$ cat src/core/jlcc_pkg.sv
/*
  Constants, register map and carrier types of the link configuration checker.
  Assumes rates are programmed in units of 100 kbit/s (lane) and 100 kHz (sample clock).
*/
`default_nettype none

package jlcc_pkg;

  ////////////////////////////////////////////////////////////////////////////////
  // Register indices; byte address is four times the index
  localparam logic [11:0] IDX_CTRL     = 12'h000;
  localparam logic [11:0] IDX_LANE_RT  = 12'h001;
  localparam logic [11:0] IDX_SMP_RT   = 12'h002;
  localparam logic [11:0] IDX_FRAME    = 12'h003;
  localparam logic [11:0] IDX_LANES    = 12'h004;
  localparam logic [11:0] IDX_STATUS   = 12'h005;
  localparam logic [11:0] IDX_BAND     = 12'h56E;
  localparam int          IDX_LSB      = 2;
  localparam int          IDX_MSB      = 13;

  ////////////////////////////////////////////////////////////////////////////////
  // Field layouts and reset values
  localparam int          CTRL_EN_BIT  = 0;
  localparam int          CTRL_HD_BIT  = 1;
  localparam logic [31:0] CTRL_MASK    = 32'h0000_0003;
  localparam logic [31:0] RATE_MASK    = 32'h0003_FFFF;
  localparam logic [31:0] FRAME_MASK   = 32'h3F3F_1F3F;
  localparam logic [31:0] LANES_MASK   = 32'h001F_1F1F;
  localparam logic [31:0] BAND_MASK    = 32'h0000_00FF;
  localparam logic [31:0] ZERO_WORD    = 32'h0000_0000;
  localparam logic [7:0]  BAND_RESET   = 8'h00;
  localparam logic [1:0]  RESP_OKAY    = 2'h0;
  localparam logic [1:0]  RESP_SLVERR  = 2'h2;

  ////////////////////////////////////////////////////////////////////////////////
  // Link limits; rates in 100 kbit/s
  localparam logic [17:0] RATE_MIN     = 18'd16875;
  localparam logic [17:0] RATE_MAX     = 18'd155000;
  localparam logic [17:0] BAND3_LO     = 18'd135000;
  localparam logic [17:0] BAND2_LO     = 18'd67500;
  localparam logic [17:0] BAND1_LO     = 18'd33750;
  localparam logic [7:0]  BAND3_CODE   = 8'h30;
  localparam logic [7:0]  BAND2_CODE   = 8'h00;
  localparam logic [7:0]  BAND1_CODE   = 8'h10;
  localparam logic [7:0]  BAND0_CODE   = 8'h50;
  localparam logic [23:0] CLK_RATIO    = 24'd40;
  localparam logic [22:0] LCM_SCALE    = 23'd20;
  localparam logic [6:0]  LCM_MAX      = 7'd64;
  localparam logic [5:0]  DECIM_MAX    = 6'd48;
  localparam logic [5:0]  K_MAX        = 6'd32;
  localparam logic [5:0]  K_MIN_F1     = 6'd20;
  localparam logic [5:0]  K_MIN_F2     = 6'd12;
  localparam logic [5:0]  K_MIN_F4     = 6'd8;
  localparam logic [5:0]  K_MIN_F8     = 6'd4;
  localparam logic [3:0]  WORD_BITS    = 4'd12;
  localparam logic [3:0]  RES_MIN      = 4'd8;
  localparam logic [3:0]  RES_MAX      = 4'd12;
  localparam int          SMP_W        = 12;
  localparam int          CTL_W        = 3;

  ////////////////////////////////////////////////////////////////////////////////
  // Carrier types, laid out as their register words
  typedef struct packed {
    logic [1:0] pad3;
    logic [1:0] ctrl_bits;
    logic [3:0] res_bits;
    logic [1:0] pad2;
    logic [5:0] frames_mf;
    logic [2:0] pad1;
    logic [4:0] octets;
    logic [1:0] pad0;
    logic [5:0] decim_ratio;
  } jlcc_frame_s;

  typedef struct packed {
    logic [10:0] pad2;
    logic [4:0]  spf;
    logic [2:0]  pad1;
    logic [4:0]  convs;
    logic [2:0]  pad0;
    logic [4:0]  lanes;
  } jlcc_lanes_s;

  typedef struct packed {
    logic [7:0] pad1;
    logic [7:0] band_expected;
    logic [6:0] pad0;
    logic       decim_err;
    logic       fmt_err;
    logic       frame_err;
    logic       band_err;
    logic       lcm_err;
    logic       ratio_err;
    logic       range_err;
    logic       cfg_invalid;
    logic       busy;
  } jlcc_status_s;

endpackage

`default_nettype wire

$ cat src/core/jlcc_fifo.sv
/*
  Synchronous FIFO with valid/ready on both sides.
  Assumes one clock and a synchronous active-low reset.
*/
`timescale 1ns/10ps
`default_nettype none

module jlcc_fifo #(
  parameter int WIDTH = 12,
  parameter int DEPTH = 8
) (
  input  wire logic             aclk,
  input  wire logic             aresetn,
  input  wire logic             in_valid,
  output logic                  in_ready,
  input  wire logic [WIDTH-1:0] in_data,
  output logic                  out_valid,
  input  wire logic             out_ready,
  output logic      [WIDTH-1:0] out_data
);

  localparam int PW = $clog2(DEPTH);

  if (DEPTH < 2 || (1 << PW) != DEPTH || WIDTH < 1)
  begin : g_bad_param
    $error("jlcc_fifo: DEPTH must be a power of two >= 2");
  end

  logic [WIDTH-1:0] mem [DEPTH];
  logic [PW-1:0]    wr_ptr_reg;
  logic [PW-1:0]    rd_ptr_reg;
  logic [PW:0]      count_reg;
  logic             push;
  logic             pop;

  assign in_ready  = (count_reg != DEPTH[PW:0]);
  assign out_valid = (count_reg != '0);
  assign out_data  = mem[rd_ptr_reg];
  assign push      = in_valid && in_ready;
  assign pop       = out_valid && out_ready;

  always_ff @(posedge aclk)
  begin
    if (push)
    begin
      mem[wr_ptr_reg] <= in_data;
    end
  end

  always_ff @(posedge aclk)
  begin
    if (!aresetn)
    begin
      wr_ptr_reg <= '0;
      rd_ptr_reg <= '0;
      count_reg  <= '0;
    end
    else
    begin
      if (push)
      begin
        wr_ptr_reg <= wr_ptr_reg + 1'b1;
      end
      if (pop)
      begin
        rd_ptr_reg <= rd_ptr_reg + 1'b1;
      end
      if (push && !pop)
      begin
        count_reg <= count_reg + 1'b1;
      end
      else if (pop && !push)
      begin
        count_reg <= count_reg - 1'b1;
      end
    end
  end

endmodule // jlcc_fifo

`default_nettype wire

$ cat src/core/jlcc_top.sv
/*
  Link configuration checker with AXI4-Lite registers and a decimating sample path.
  Assumes an AXI4-Lite master with one write and one read outstanding at most.
*/
// Implementation choice: the AXI4-Lite slave port.
`timescale 1ns/10ps
`default_nettype none

module jlcc_top #(
  parameter int ADDR_W     = 16,
  parameter int FIFO_DEPTH = 8
) (
  input  wire logic                        aclk,
  input  wire logic                        aresetn,
  input  wire logic [ADDR_W-1:0]           s_axi_awaddr,
  input  wire logic                        s_axi_awvalid,
  output logic                             s_axi_awready,
  input  wire logic [31:0]                 s_axi_wdata,
  input  wire logic [3:0]                  s_axi_wstrb,
  input  wire logic                        s_axi_wvalid,
  output logic                             s_axi_wready,
  output logic      [1:0]                  s_axi_bresp,
  output logic                             s_axi_bvalid,
  input  wire logic                        s_axi_bready,
  input  wire logic [ADDR_W-1:0]           s_axi_araddr,
  input  wire logic                        s_axi_arvalid,
  output logic                             s_axi_arready,
  output logic      [31:0]                 s_axi_rdata,
  output logic      [1:0]                  s_axi_rresp,
  output logic                             s_axi_rvalid,
  input  wire logic                        s_axi_rready,
  input  wire logic                        smp_valid,
  output logic                             smp_ready,
  input  wire logic [jlcc_pkg::SMP_W-1:0]  smp_data,
  input  wire logic [jlcc_pkg::CTL_W-1:0]  smp_ctrl,
  output logic                             word_valid,
  input  wire logic                        word_ready,
  output logic      [jlcc_pkg::SMP_W-1:0]  word_data,
  output logic                             cfg_invalid
);

  if (ADDR_W <= jlcc_pkg::IDX_MSB || FIFO_DEPTH < 2)
  begin : g_bad_param
    $error("jlcc_top: ADDR_W must exceed 13 and FIFO_DEPTH must be at least 2");
  end

  typedef enum logic [1:0] {CK_IDLE, CK_DIV, CK_LCM} jlcc_ck_e;

  logic [11:0]           aw_idx_reg;
  logic                  aw_hold_reg;
  logic [31:0]           w_data_reg;
  logic [3:0]            w_strb_reg;
  logic                  w_hold_reg;
  logic                  bvalid_reg;
  logic [1:0]            bresp_reg;
  logic                  rvalid_reg;
  logic [31:0]           rdata_reg;
  logic [1:0]            rresp_reg;
  logic [31:0]           rd_word;
  logic                  rd_hit;
  logic                  wr_do;
  logic                  wr_hit;
  logic                  cfg_write;
  logic [11:0]           ar_idx;
  logic [31:0]           ctrl_reg;
  logic [31:0]           lane_rt_reg;
  logic [31:0]           smp_rt_reg;
  jlcc_pkg::jlcc_frame_s frame_reg;
  jlcc_pkg::jlcc_lanes_s lanes_reg;
  logic [7:0]            band_reg;
  jlcc_pkg::jlcc_status_s status;
  logic [17:0]           lane_rate;
  logic [17:0]           smp_rate;
  logic [7:0]            band_exp;
  logic                  frame_ok;
  logic                  fmt_ok;
  logic                  run_ok;
  jlcc_ck_e              ck_state_reg;
  logic [22:0]           num_reg;
  logic [6:0]            quot_reg;
  logic [6:0]            mul_reg;
  logic [6:0]            rq_reg;
  logic [5:0]            rd_reg;
  logic                  lcm_err_reg;
  logic [5:0]            dec_cnt_reg;
  logic                  push_valid;
  logic                  fifo_in_ready;
  logic [11:0]           smp_word;
  logic [3:0]            ctl_mask;
  logic [3:0]            ctl_shift;

  function automatic logic [31:0] merge(input logic [31:0] old_w, input logic [31:0] new_w,
                                        input logic [3:0] strb);
    logic [31:0] res;
    res = old_w;
    for (int b = 0; b < 4; b++)
    begin
      if (strb[b])
      begin
        res[8*b +: 8] = new_w[8*b +: 8];
      end
    end
    return res;
  endfunction

  function automatic logic is_reg(input logic [11:0] idx);
    return idx == jlcc_pkg::IDX_CTRL || idx == jlcc_pkg::IDX_LANE_RT ||
           idx == jlcc_pkg::IDX_SMP_RT || idx == jlcc_pkg::IDX_FRAME ||
           idx == jlcc_pkg::IDX_LANES || idx == jlcc_pkg::IDX_STATUS ||
           idx == jlcc_pkg::IDX_BAND;
  endfunction

  ////////////////////////////////////////////////////////////////////////////////
  // AXI4-Lite write channel
  assign s_axi_awready = !aw_hold_reg && !bvalid_reg;
  assign s_axi_wready  = !w_hold_reg && !bvalid_reg;
  assign s_axi_bvalid  = bvalid_reg;
  assign s_axi_bresp   = bresp_reg;
  assign wr_do         = aw_hold_reg && w_hold_reg && !bvalid_reg;
  assign wr_hit        = is_reg(aw_idx_reg) && aw_idx_reg != jlcc_pkg::IDX_STATUS;
  assign cfg_write     = bvalid_reg && (aw_idx_reg == jlcc_pkg::IDX_LANE_RT ||
                         aw_idx_reg == jlcc_pkg::IDX_SMP_RT || aw_idx_reg == jlcc_pkg::IDX_FRAME);

  always_ff @(posedge aclk)
  begin
    if (!aresetn)
    begin
      aw_hold_reg <= 1'b0;
      aw_idx_reg  <= '0;
      w_hold_reg  <= 1'b0;
      w_data_reg  <= '0;
      w_strb_reg  <= '0;
    end
    else
    begin
      if (s_axi_awvalid && s_axi_awready)
      begin
        aw_hold_reg <= 1'b1;
        aw_idx_reg  <= s_axi_awaddr[jlcc_pkg::IDX_MSB:jlcc_pkg::IDX_LSB];
      end
      else if (wr_do)
      begin
        aw_hold_reg <= 1'b0;
      end
      if (s_axi_wvalid && s_axi_wready)
      begin
        w_hold_reg <= 1'b1;
        w_data_reg <= s_axi_wdata;
        w_strb_reg <= s_axi_wstrb;
      end
      else if (wr_do)
      begin
        w_hold_reg <= 1'b0;
      end
    end
  end

  always_ff @(posedge aclk)
  begin
    if (!aresetn)
    begin
      bvalid_reg <= 1'b0;
      bresp_reg  <= jlcc_pkg::RESP_OKAY;
    end
    else if (wr_do)
    begin
      bvalid_reg <= 1'b1;
      bresp_reg  <= wr_hit ? jlcc_pkg::RESP_OKAY : jlcc_pkg::RESP_SLVERR;
    end
    else if (s_axi_bready)
    begin
      bvalid_reg <= 1'b0;
    end
  end

  ////////////////////////////////////////////////////////////////////////////////
  // Configuration registers
  always_ff @(posedge aclk)
  begin
    if (!aresetn)
    begin
      ctrl_reg    <= '0;
      lane_rt_reg <= '0;
      smp_rt_reg  <= '0;
      frame_reg   <= '0;
      lanes_reg   <= '0;
      band_reg    <= jlcc_pkg::BAND_RESET;
    end
    else if (wr_do)
    begin
      case (aw_idx_reg)
        jlcc_pkg::IDX_CTRL:
          ctrl_reg <= merge(ctrl_reg, w_data_reg, w_strb_reg) & jlcc_pkg::CTRL_MASK;
        jlcc_pkg::IDX_LANE_RT:
          lane_rt_reg <= merge(lane_rt_reg, w_data_reg, w_strb_reg) & jlcc_pkg::RATE_MASK;
        jlcc_pkg::IDX_SMP_RT:
          smp_rt_reg <= merge(smp_rt_reg, w_data_reg, w_strb_reg) & jlcc_pkg::RATE_MASK;
        jlcc_pkg::IDX_FRAME:
          frame_reg <= merge(frame_reg, w_data_reg, w_strb_reg) & jlcc_pkg::FRAME_MASK;
        jlcc_pkg::IDX_LANES:
          lanes_reg <= merge(lanes_reg, w_data_reg, w_strb_reg) & jlcc_pkg::LANES_MASK;
        jlcc_pkg::IDX_BAND:
          band_reg <= 8'(merge({24'h00_0000, band_reg}, w_data_reg, w_strb_reg));
        default:
          ctrl_reg <= ctrl_reg;
      endcase
    end
  end

  ////////////////////////////////////////////////////////////////////////////////
  // AXI4-Lite read channel
  assign ar_idx        = s_axi_araddr[jlcc_pkg::IDX_MSB:jlcc_pkg::IDX_LSB];
  assign rd_hit        = is_reg(ar_idx);
  assign s_axi_arready = !rvalid_reg;
  assign s_axi_rvalid  = rvalid_reg;
  assign s_axi_rdata   = rdata_reg;
  assign s_axi_rresp   = rresp_reg;

  always_comb
  begin
    case (ar_idx)
      jlcc_pkg::IDX_CTRL:    rd_word = ctrl_reg;
      jlcc_pkg::IDX_LANE_RT: rd_word = lane_rt_reg;
      jlcc_pkg::IDX_SMP_RT:  rd_word = smp_rt_reg;
      jlcc_pkg::IDX_FRAME:   rd_word = frame_reg;
      jlcc_pkg::IDX_LANES:   rd_word = lanes_reg;
      jlcc_pkg::IDX_STATUS:  rd_word = status;
      jlcc_pkg::IDX_BAND:    rd_word = {24'h00_0000, band_reg};
      default:               rd_word = jlcc_pkg::ZERO_WORD;
    endcase
  end

  always_ff @(posedge aclk)
  begin
    if (!aresetn)
    begin
      rvalid_reg <= 1'b0;
      rdata_reg  <= '0;
      rresp_reg  <= jlcc_pkg::RESP_OKAY;
    end
    else if (s_axi_arvalid && s_axi_arready)
    begin
      rvalid_reg <= 1'b1;
      rdata_reg  <= rd_word;
      rresp_reg  <= rd_hit ? jlcc_pkg::RESP_OKAY : jlcc_pkg::RESP_SLVERR;
    end
    else if (s_axi_rready)
    begin
      rvalid_reg <= 1'b0;
    end
  end

  ////////////////////////////////////////////////////////////////////////////////
  // Static checks
  assign lane_rate = lane_rt_reg[17:0];
  assign smp_rate  = smp_rt_reg[17:0];

  always_comb
  begin
    if (lane_rate > jlcc_pkg::BAND3_LO)
      band_exp = jlcc_pkg::BAND3_CODE;
    else if (lane_rate >= jlcc_pkg::BAND2_LO)
      band_exp = jlcc_pkg::BAND2_CODE;
    else if (lane_rate >= jlcc_pkg::BAND1_LO)
      band_exp = jlcc_pkg::BAND1_CODE;
    else
      band_exp = jlcc_pkg::BAND0_CODE;
  end

  always_comb
  begin
    case (frame_reg.octets)
      5'd1:    frame_ok = frame_reg.frames_mf >= jlcc_pkg::K_MIN_F1;
      5'd2:    frame_ok = frame_reg.frames_mf >= jlcc_pkg::K_MIN_F2;
      5'd4:    frame_ok = frame_reg.frames_mf >= jlcc_pkg::K_MIN_F4;
      5'd8,
      5'd16:   frame_ok = frame_reg.frames_mf >= jlcc_pkg::K_MIN_F8;
      default: frame_ok = frame_reg.octets != 5'd0 && frame_reg.frames_mf != 6'd0;
    endcase
    if (frame_reg.octets == 5'd1 || frame_reg.octets == 5'd2 || frame_reg.octets == 5'd4 ||
        frame_reg.octets == 5'd8 || frame_reg.octets == 5'd16)
      frame_ok = frame_ok && frame_reg.frames_mf[1:0] == 2'b00;
    frame_ok = frame_ok && frame_reg.frames_mf <= jlcc_pkg::K_MAX &&
               ((frame_reg.frames_mf[1:0] * frame_reg.octets[1:0]) & 2'b11) == 2'b00;
  end

  assign fmt_ok = frame_reg.res_bits >= jlcc_pkg::RES_MIN &&
                  frame_reg.res_bits <= jlcc_pkg::RES_MAX &&
                  ({2'b00, frame_reg.ctrl_bits} + frame_reg.res_bits) <= jlcc_pkg::WORD_BITS;

  always_comb
  begin
    status               = '0;
    status.busy          = ck_state_reg != CK_IDLE || cfg_write;
    status.range_err     = lane_rate < jlcc_pkg::RATE_MIN || lane_rate > jlcc_pkg::RATE_MAX;
    status.ratio_err     = {6'h00, lane_rate} > 24'(smp_rate) * jlcc_pkg::CLK_RATIO;
    status.lcm_err       = lcm_err_reg;
    status.band_err      = band_reg != band_exp;
    status.frame_err     = !frame_ok;
    status.fmt_err       = !fmt_ok;
    status.decim_err     = frame_reg.decim_ratio == 6'd0 ||
                           frame_reg.decim_ratio > jlcc_pkg::DECIM_MAX;
    status.band_expected = band_exp;
    status.cfg_invalid   = status.busy || status.range_err || status.ratio_err || status.lcm_err ||
                           status.band_err || status.frame_err || status.fmt_err ||
                           status.decim_err;
  end

  assign cfg_invalid = status.cfg_invalid;

  ////////////////////////////////////////////////////////////////////////////////
  // Sequential lcm check: q = 20*fs/rate, then find a common multiple of q and D up to 64
  always_ff @(posedge aclk)
  begin
    if (!aresetn)
    begin
      ck_state_reg <= CK_IDLE;
      num_reg      <= '0;
      quot_reg     <= '0;
      mul_reg      <= '0;
      rq_reg       <= '0;
      rd_reg       <= '0;
      lcm_err_reg  <= 1'b1;
    end
    else if (cfg_write)
    begin
      ck_state_reg <= CK_DIV;
      num_reg      <= 23'(smp_rate) * jlcc_pkg::LCM_SCALE;
      quot_reg     <= '0;
    end
    else
    begin
      case (ck_state_reg)
        CK_DIV:
          if (lane_rate == 18'd0 || quot_reg > jlcc_pkg::LCM_MAX)
          begin
            lcm_err_reg  <= 1'b1;
            ck_state_reg <= CK_IDLE;
          end
          else if (num_reg >= {5'h00, lane_rate})
          begin
            num_reg  <= num_reg - {5'h00, lane_rate};
            quot_reg <= quot_reg + 7'd1;
          end
          else if (num_reg != 23'd0 || quot_reg == 7'd0 || frame_reg.decim_ratio == 6'd0)
          begin
            lcm_err_reg  <= 1'b1;
            ck_state_reg <= CK_IDLE;
          end
          else
          begin
            mul_reg      <= 7'd1;
            rq_reg       <= (quot_reg == 7'd1) ? 7'd0 : 7'd1;
            rd_reg       <= (frame_reg.decim_ratio == 6'd1) ? 6'd0 : 6'd1;
            ck_state_reg <= CK_LCM;
          end
        CK_LCM:
          if (rq_reg == 7'd0 && rd_reg == 6'd0)
          begin
            lcm_err_reg  <= 1'b0;
            ck_state_reg <= CK_IDLE;
          end
          else if (mul_reg >= jlcc_pkg::LCM_MAX)
          begin
            lcm_err_reg  <= 1'b1;
            ck_state_reg <= CK_IDLE;
          end
          else
          begin
            mul_reg <= mul_reg + 7'd1;
            rq_reg  <= (rq_reg + 7'd1 == quot_reg) ? 7'd0 : rq_reg + 7'd1;
            rd_reg  <= (rd_reg + 6'd1 == frame_reg.decim_ratio) ? 6'd0 : rd_reg + 6'd1;
          end
        default:
          ck_state_reg <= CK_IDLE;
      endcase
    end
  end

  ////////////////////////////////////////////////////////////////////////////////
  // Sample path: keep one of every D input samples and format it into a 12-bit word
  assign run_ok     = ctrl_reg[jlcc_pkg::CTRL_EN_BIT] && !status.cfg_invalid;
  assign smp_ready  = !run_ok || fifo_in_ready;
  assign push_valid = run_ok && smp_valid && dec_cnt_reg == frame_reg.decim_ratio - 6'd1;
  assign ctl_mask   = (4'h1 << frame_reg.ctrl_bits) - 4'h1;
  assign ctl_shift  = jlcc_pkg::WORD_BITS - frame_reg.res_bits - {2'b00, frame_reg.ctrl_bits};
  assign smp_word   = (smp_data & (12'hFFF << (jlcc_pkg::WORD_BITS - frame_reg.res_bits))) |
                      ({9'h000, smp_ctrl & ctl_mask[2:0]} << ctl_shift);

  always_ff @(posedge aclk)
  begin
    if (!aresetn || !run_ok)
    begin
      dec_cnt_reg <= '0;
    end
    else if (smp_valid && smp_ready)
    begin
      dec_cnt_reg <= push_valid ? 6'd0 : dec_cnt_reg + 6'd1;
    end
  end

  jlcc_fifo #(
    .WIDTH (jlcc_pkg::SMP_W),
    .DEPTH (FIFO_DEPTH)
  ) u_fifo (
    .aclk      (aclk),
    .aresetn   (aresetn),
    .in_valid  (push_valid),
    .in_ready  (fifo_in_ready),
    .in_data   (smp_word),
    .out_valid (word_valid),
    .out_ready (word_ready),
    .out_data  (word_data)
  );

endmodule // jlcc_top

`default_nettype wire

$ cat config.mk
export PLATFORM = sky130hd
export DESIGN_NAME = jlcc_top
export DESIGN_NICKNAME = d
export VERILOG_FILES = /design/src/core/jlcc_pkg.sv /design/src/core/jlcc_fifo.sv /design/src/core/jlcc_top.sv
export SDC_FILE = /design/constraint.sdc
export NUM_CORES = 1
export LEC_CHECK = 0
export ABC_AREA = 0
export BUFFER_PORTS_ARGS = -buffer_cell sky130_fd_sc_hd__buf_4
export CAP_MARGIN = 40
export CELL_PAD_IN_SITES_DETAIL_PLACEMENT = 1
export CELL_PAD_IN_SITES_GLOBAL_PLACEMENT = 2
export CORE_AREA = 8 8 165 283
export DETAILED_ROUTE_END_ITERATION = 8
export DIE_AREA = 0 0 173 291
export PLACE_DENSITY_LB_ADDON = 0.2
export SYNTH_ARGS = -nofsm -noshare
export SYNTH_HDL_FRONTEND = slang
export SYNTH_HIERARCHICAL = 1
export SYNTH_SLANG_ARGS = --single-unit
$ cat constraint.sdc
create_clock -name aclk -period 12.5 [get_ports aclk]
set_input_delay 1.25 -clock aclk [delete_from_list [all_inputs] [get_ports aclk]]
set_output_delay 1.25 -clock aclk [all_outputs]
set_load 0.02 [all_outputs]
==> flow_summary.ini <==
[status]
outcome = finished, final reports clean

[route]
firstDrtPassIters = 7
vias = 14500
drtIter0Drc = 590
ant_nets = 0
remaining_drc_errors = 0
wl_per_cell_um = 22.0
routed_wl_um = 56200
drt-vias-per-instance = 5.70

[sta]
setup_violations = 0
finClkSkew_ps = 26.9
fin_tns_setup_ps = 0
worst_slack_ps = 5320
whs_ps = 454
hold_viol = 0
period_minus_slack_ps = 7180
fmax_ghz = 0.139
period_share_pct = 57.4
drv_slew = 0
worst_pin_slew_ps = 926
rsz0062_at_grt = false
slew_headroom_pct = 37.8

[critical_path]
cp.arrival_ps = 7630
slowest_delay_ps = 500
path_class = reg2reg
r2r_cells = 28
reg2reg_from = smp_rt_reg[3]$_SDFFE_PN0P_
critPathCaptureType = register
worstPathMaxFanout = 7
r2r-end = u_fifo/count_reg[3]$_SDFFE_PN0P_
cp.required_ps = 12950
r2r_slack_ps = 5320
cp_slowest_cell = a211oi_1
worst_setup_path_start_kind = register
crit_top_cell = ha_1

[global_route]
grt_pass1_vias = 15600
grt_usage_pct = 21.7
grt_pass1_wl_um = 87200
grt_overflow = 0
grt_max_degree = 103
antenna_found_initial = 0

[finish]
n_antenna_cell = 0
fin_nets = 2148
layout-drive-gt1-share_pct = 13.9
area_delta_synth_final_pct = 15.0
largest_register_ffs = 96

[cts]
cts_hold_buf = 0
cts_root_buffer = clkbuf_16
htreeDepth = 2
clock_path_buffers = 3
cts_resized = 0
cts_tree = built
clk_latency_ps = 540
path_clk_slew_ps = 60
clock_sinks = 331
cts_setup_buffers = 0
numCtsBuffers = 34

[floorplan]
start_util_pct = 41.3
rows = 101
die_w_um = 173
chipHeight_um = 291
die_area_um2 = 50300
core_um2 = 43000
num_io_pins = 148

[power_and_ir_drop]
power.total_mw = 2.29
powerDensity_nw_per_um2 = 113
p_leak_nw = 8.14
ir_worst_vdd_uv = 129

[placement]
place_congestion = 0.933
port_buffers = 130
dp_hpwl_um = 42500
dp_slack_ps = 5520

[min_path]
min_path_type = reg2reg
worst_hold_path.endpoint = s_axi_rdata[24]$_SDFFE_PN0P_
hold-path-cell-count = 2
hold_start = s_axi_rdata[24]$_SDFFE_PN0P_

[synth]
synth_top_area_share_pct = 26.5
yosys.area.top_type = dfxtp_1
synth_area_leaders = dfxtp_1 27%, edfxtp_1 16%, ha_1 6.6%
synth_cell_types = 102
synthTopCellsByCount = 235 x dfxtp_1, 213 x nand2_1, 191 x nor2_1
synth_area_um2 = 17700
synth-seq-cells = 331
yosys_warnings = 6
synth-main-ff-cell = dfxtp_1
synth-edff-count = 96
synth.most_common_cell = dfxtp_1
synth.avg_cell_area_um2 = 9.54
async_reset_ff_share_pct = 0
synthCells = 1858
ys_seq_area_share_pct = 42.8

[flow_run]
drv_cap = 0
## layout make-up
| type | instances | area, um2 |
|---|---|---|
| well taps | 566 | 708 |
| inverters | 57 | 219 |
| repair buffers | 162 | 1240 |
| clock inverters | 15 | 195 |
| multi-input cells | 1372 | 9480 |
| flip-flops and latches | 331 | 7590 |
| fillers | 4935 | 22600 |
| clock buffers | 46 | 956 |
## worst max-delay path by stage
stage | cells past startpoint | start | to | slack [ps]
final | 28 | smp_rt_reg[3]$_SDFFE_PN0P_ | u_fifo/count_reg[3]$_SDFFE_PN0P_ | 5320
after global routing | 28 | smp_rt_reg[1]$_SDFFE_PN0P_ | u_fifo/count_reg[3]$_SDFFE_PN0P_ | 5000
after CTS | 27 | smp_rt_reg[3]$_SDFFE_PN0P_ | u_fifo/count_reg[3]$_SDFFE_PN0P_ | 5470
after detailed placement | 27 | smp_rt_reg[3]$_SDFFE_PN0P_ | u_fifo/count_reg[3]$_SDFFE_PN0P_ | 5520
after global placement | 27 | smp_rt_reg[1]$_SDFFE_PN0P_ | u_fifo/count_reg[3]$_SDFFE_PN0P_ | 5720
after floorplan | 20 | smp_rt_reg[1]$_SDFFE_PN0P_ | u_fifo/mem[0][0]$_DFFE_PP_ | 7020
## kinds of logic (layout without fill, tap and decap cells)
family | count (synthesis) | in the layout | share of synthesized area, %
and+or+nand+nor | 653 | 653 | 18.1
AOI/OAI and AO/OA | 416 | 416 | 15.2
DFF | 331 | 331 | 42.8
buffers and inverters | 159 | 280 | 3.87
muxes | 123 | 123 | 9.18
adders and majority gates | 99 | 99 | 7.18
xor gates and xnor gates | 76 | 76 | 3.75
other | 1 | 5 | 0.0211
## where the power goes
group / internal [mW] / total [mW] / switching (mW)
Combinational: 0.0394 / 0.0990 / 0.0596
Sequential: 1.11 / 1.12 / 0.0141
Clock: 0.624 / 1.07 / 0.448
Total: 1.77 / 2.29 / 0.522
## stage by stage
step / util [%] / std cells / instance area [um2]
5_1_grt: 47.4 / 2549 / 20400
2_1_floorplan: - / 1862 / 17700
4_1_cts: 47.4 / 2548 / 20400
3_5_place_dp: 44.7 / 2487 / 19200
6_report: 47.4 / 2549 / 20400
3_3_place_gp: 44.5 / 2477 / 19100
## critical path: cells and delay by family (launching register included)
kind            cells  cell delay [ps]
fa+ha+maj           6             1700
xor+xnor            1              120
compound gates     14             3530
flops               1              430
buf+inv             3              400
mux                 1              200
simple gates        3              690
## routing by layer
| metal | up-vias | track usage, % | share of wire [%] |
|---|---|---|---|
| li1 | 6981 | - | - |
| met1 | 7182 | 21.2 | 36 |
| met2 | 260 | 42.9 | 56 |
| met3 | 110 | 2.94 | 2.9 |
| met4 | 0 | 11.6 | 5.1 |
| met5 | - | 0 | 0 |
## cells in the final DEF (no fill, tap or decap), types with 16 or more instances in the layout
cell type / synthesis / layout
dfxtp_1: 235 / 235
nand2_1: 213 / 213
nor2_1: 191 / 191
a21oi_1: 158 / 158
buf_4: 7 / 153
edfxtp_1: 96 / 96
ha_1: 93 / 93
mux2i_1: 85 / 85
o21ai_0: 62 / 62
nand3_1: 56 / 56
inv_1: 55 / 54
xnor2_1: 48 / 48
a211oi_1: 40 / 40
clkbuf_16: 0 / 34
xor2_1: 28 / 28
nor3_1: 28 / 28
mux4_1: 21 / 21
a21o_1: 20 / 20
nand4_1: 19 / 19
or3_1: 18 / 18
nand2b_1: 16 / 16
Note: power is estimated with default switching activity, not from simulation.
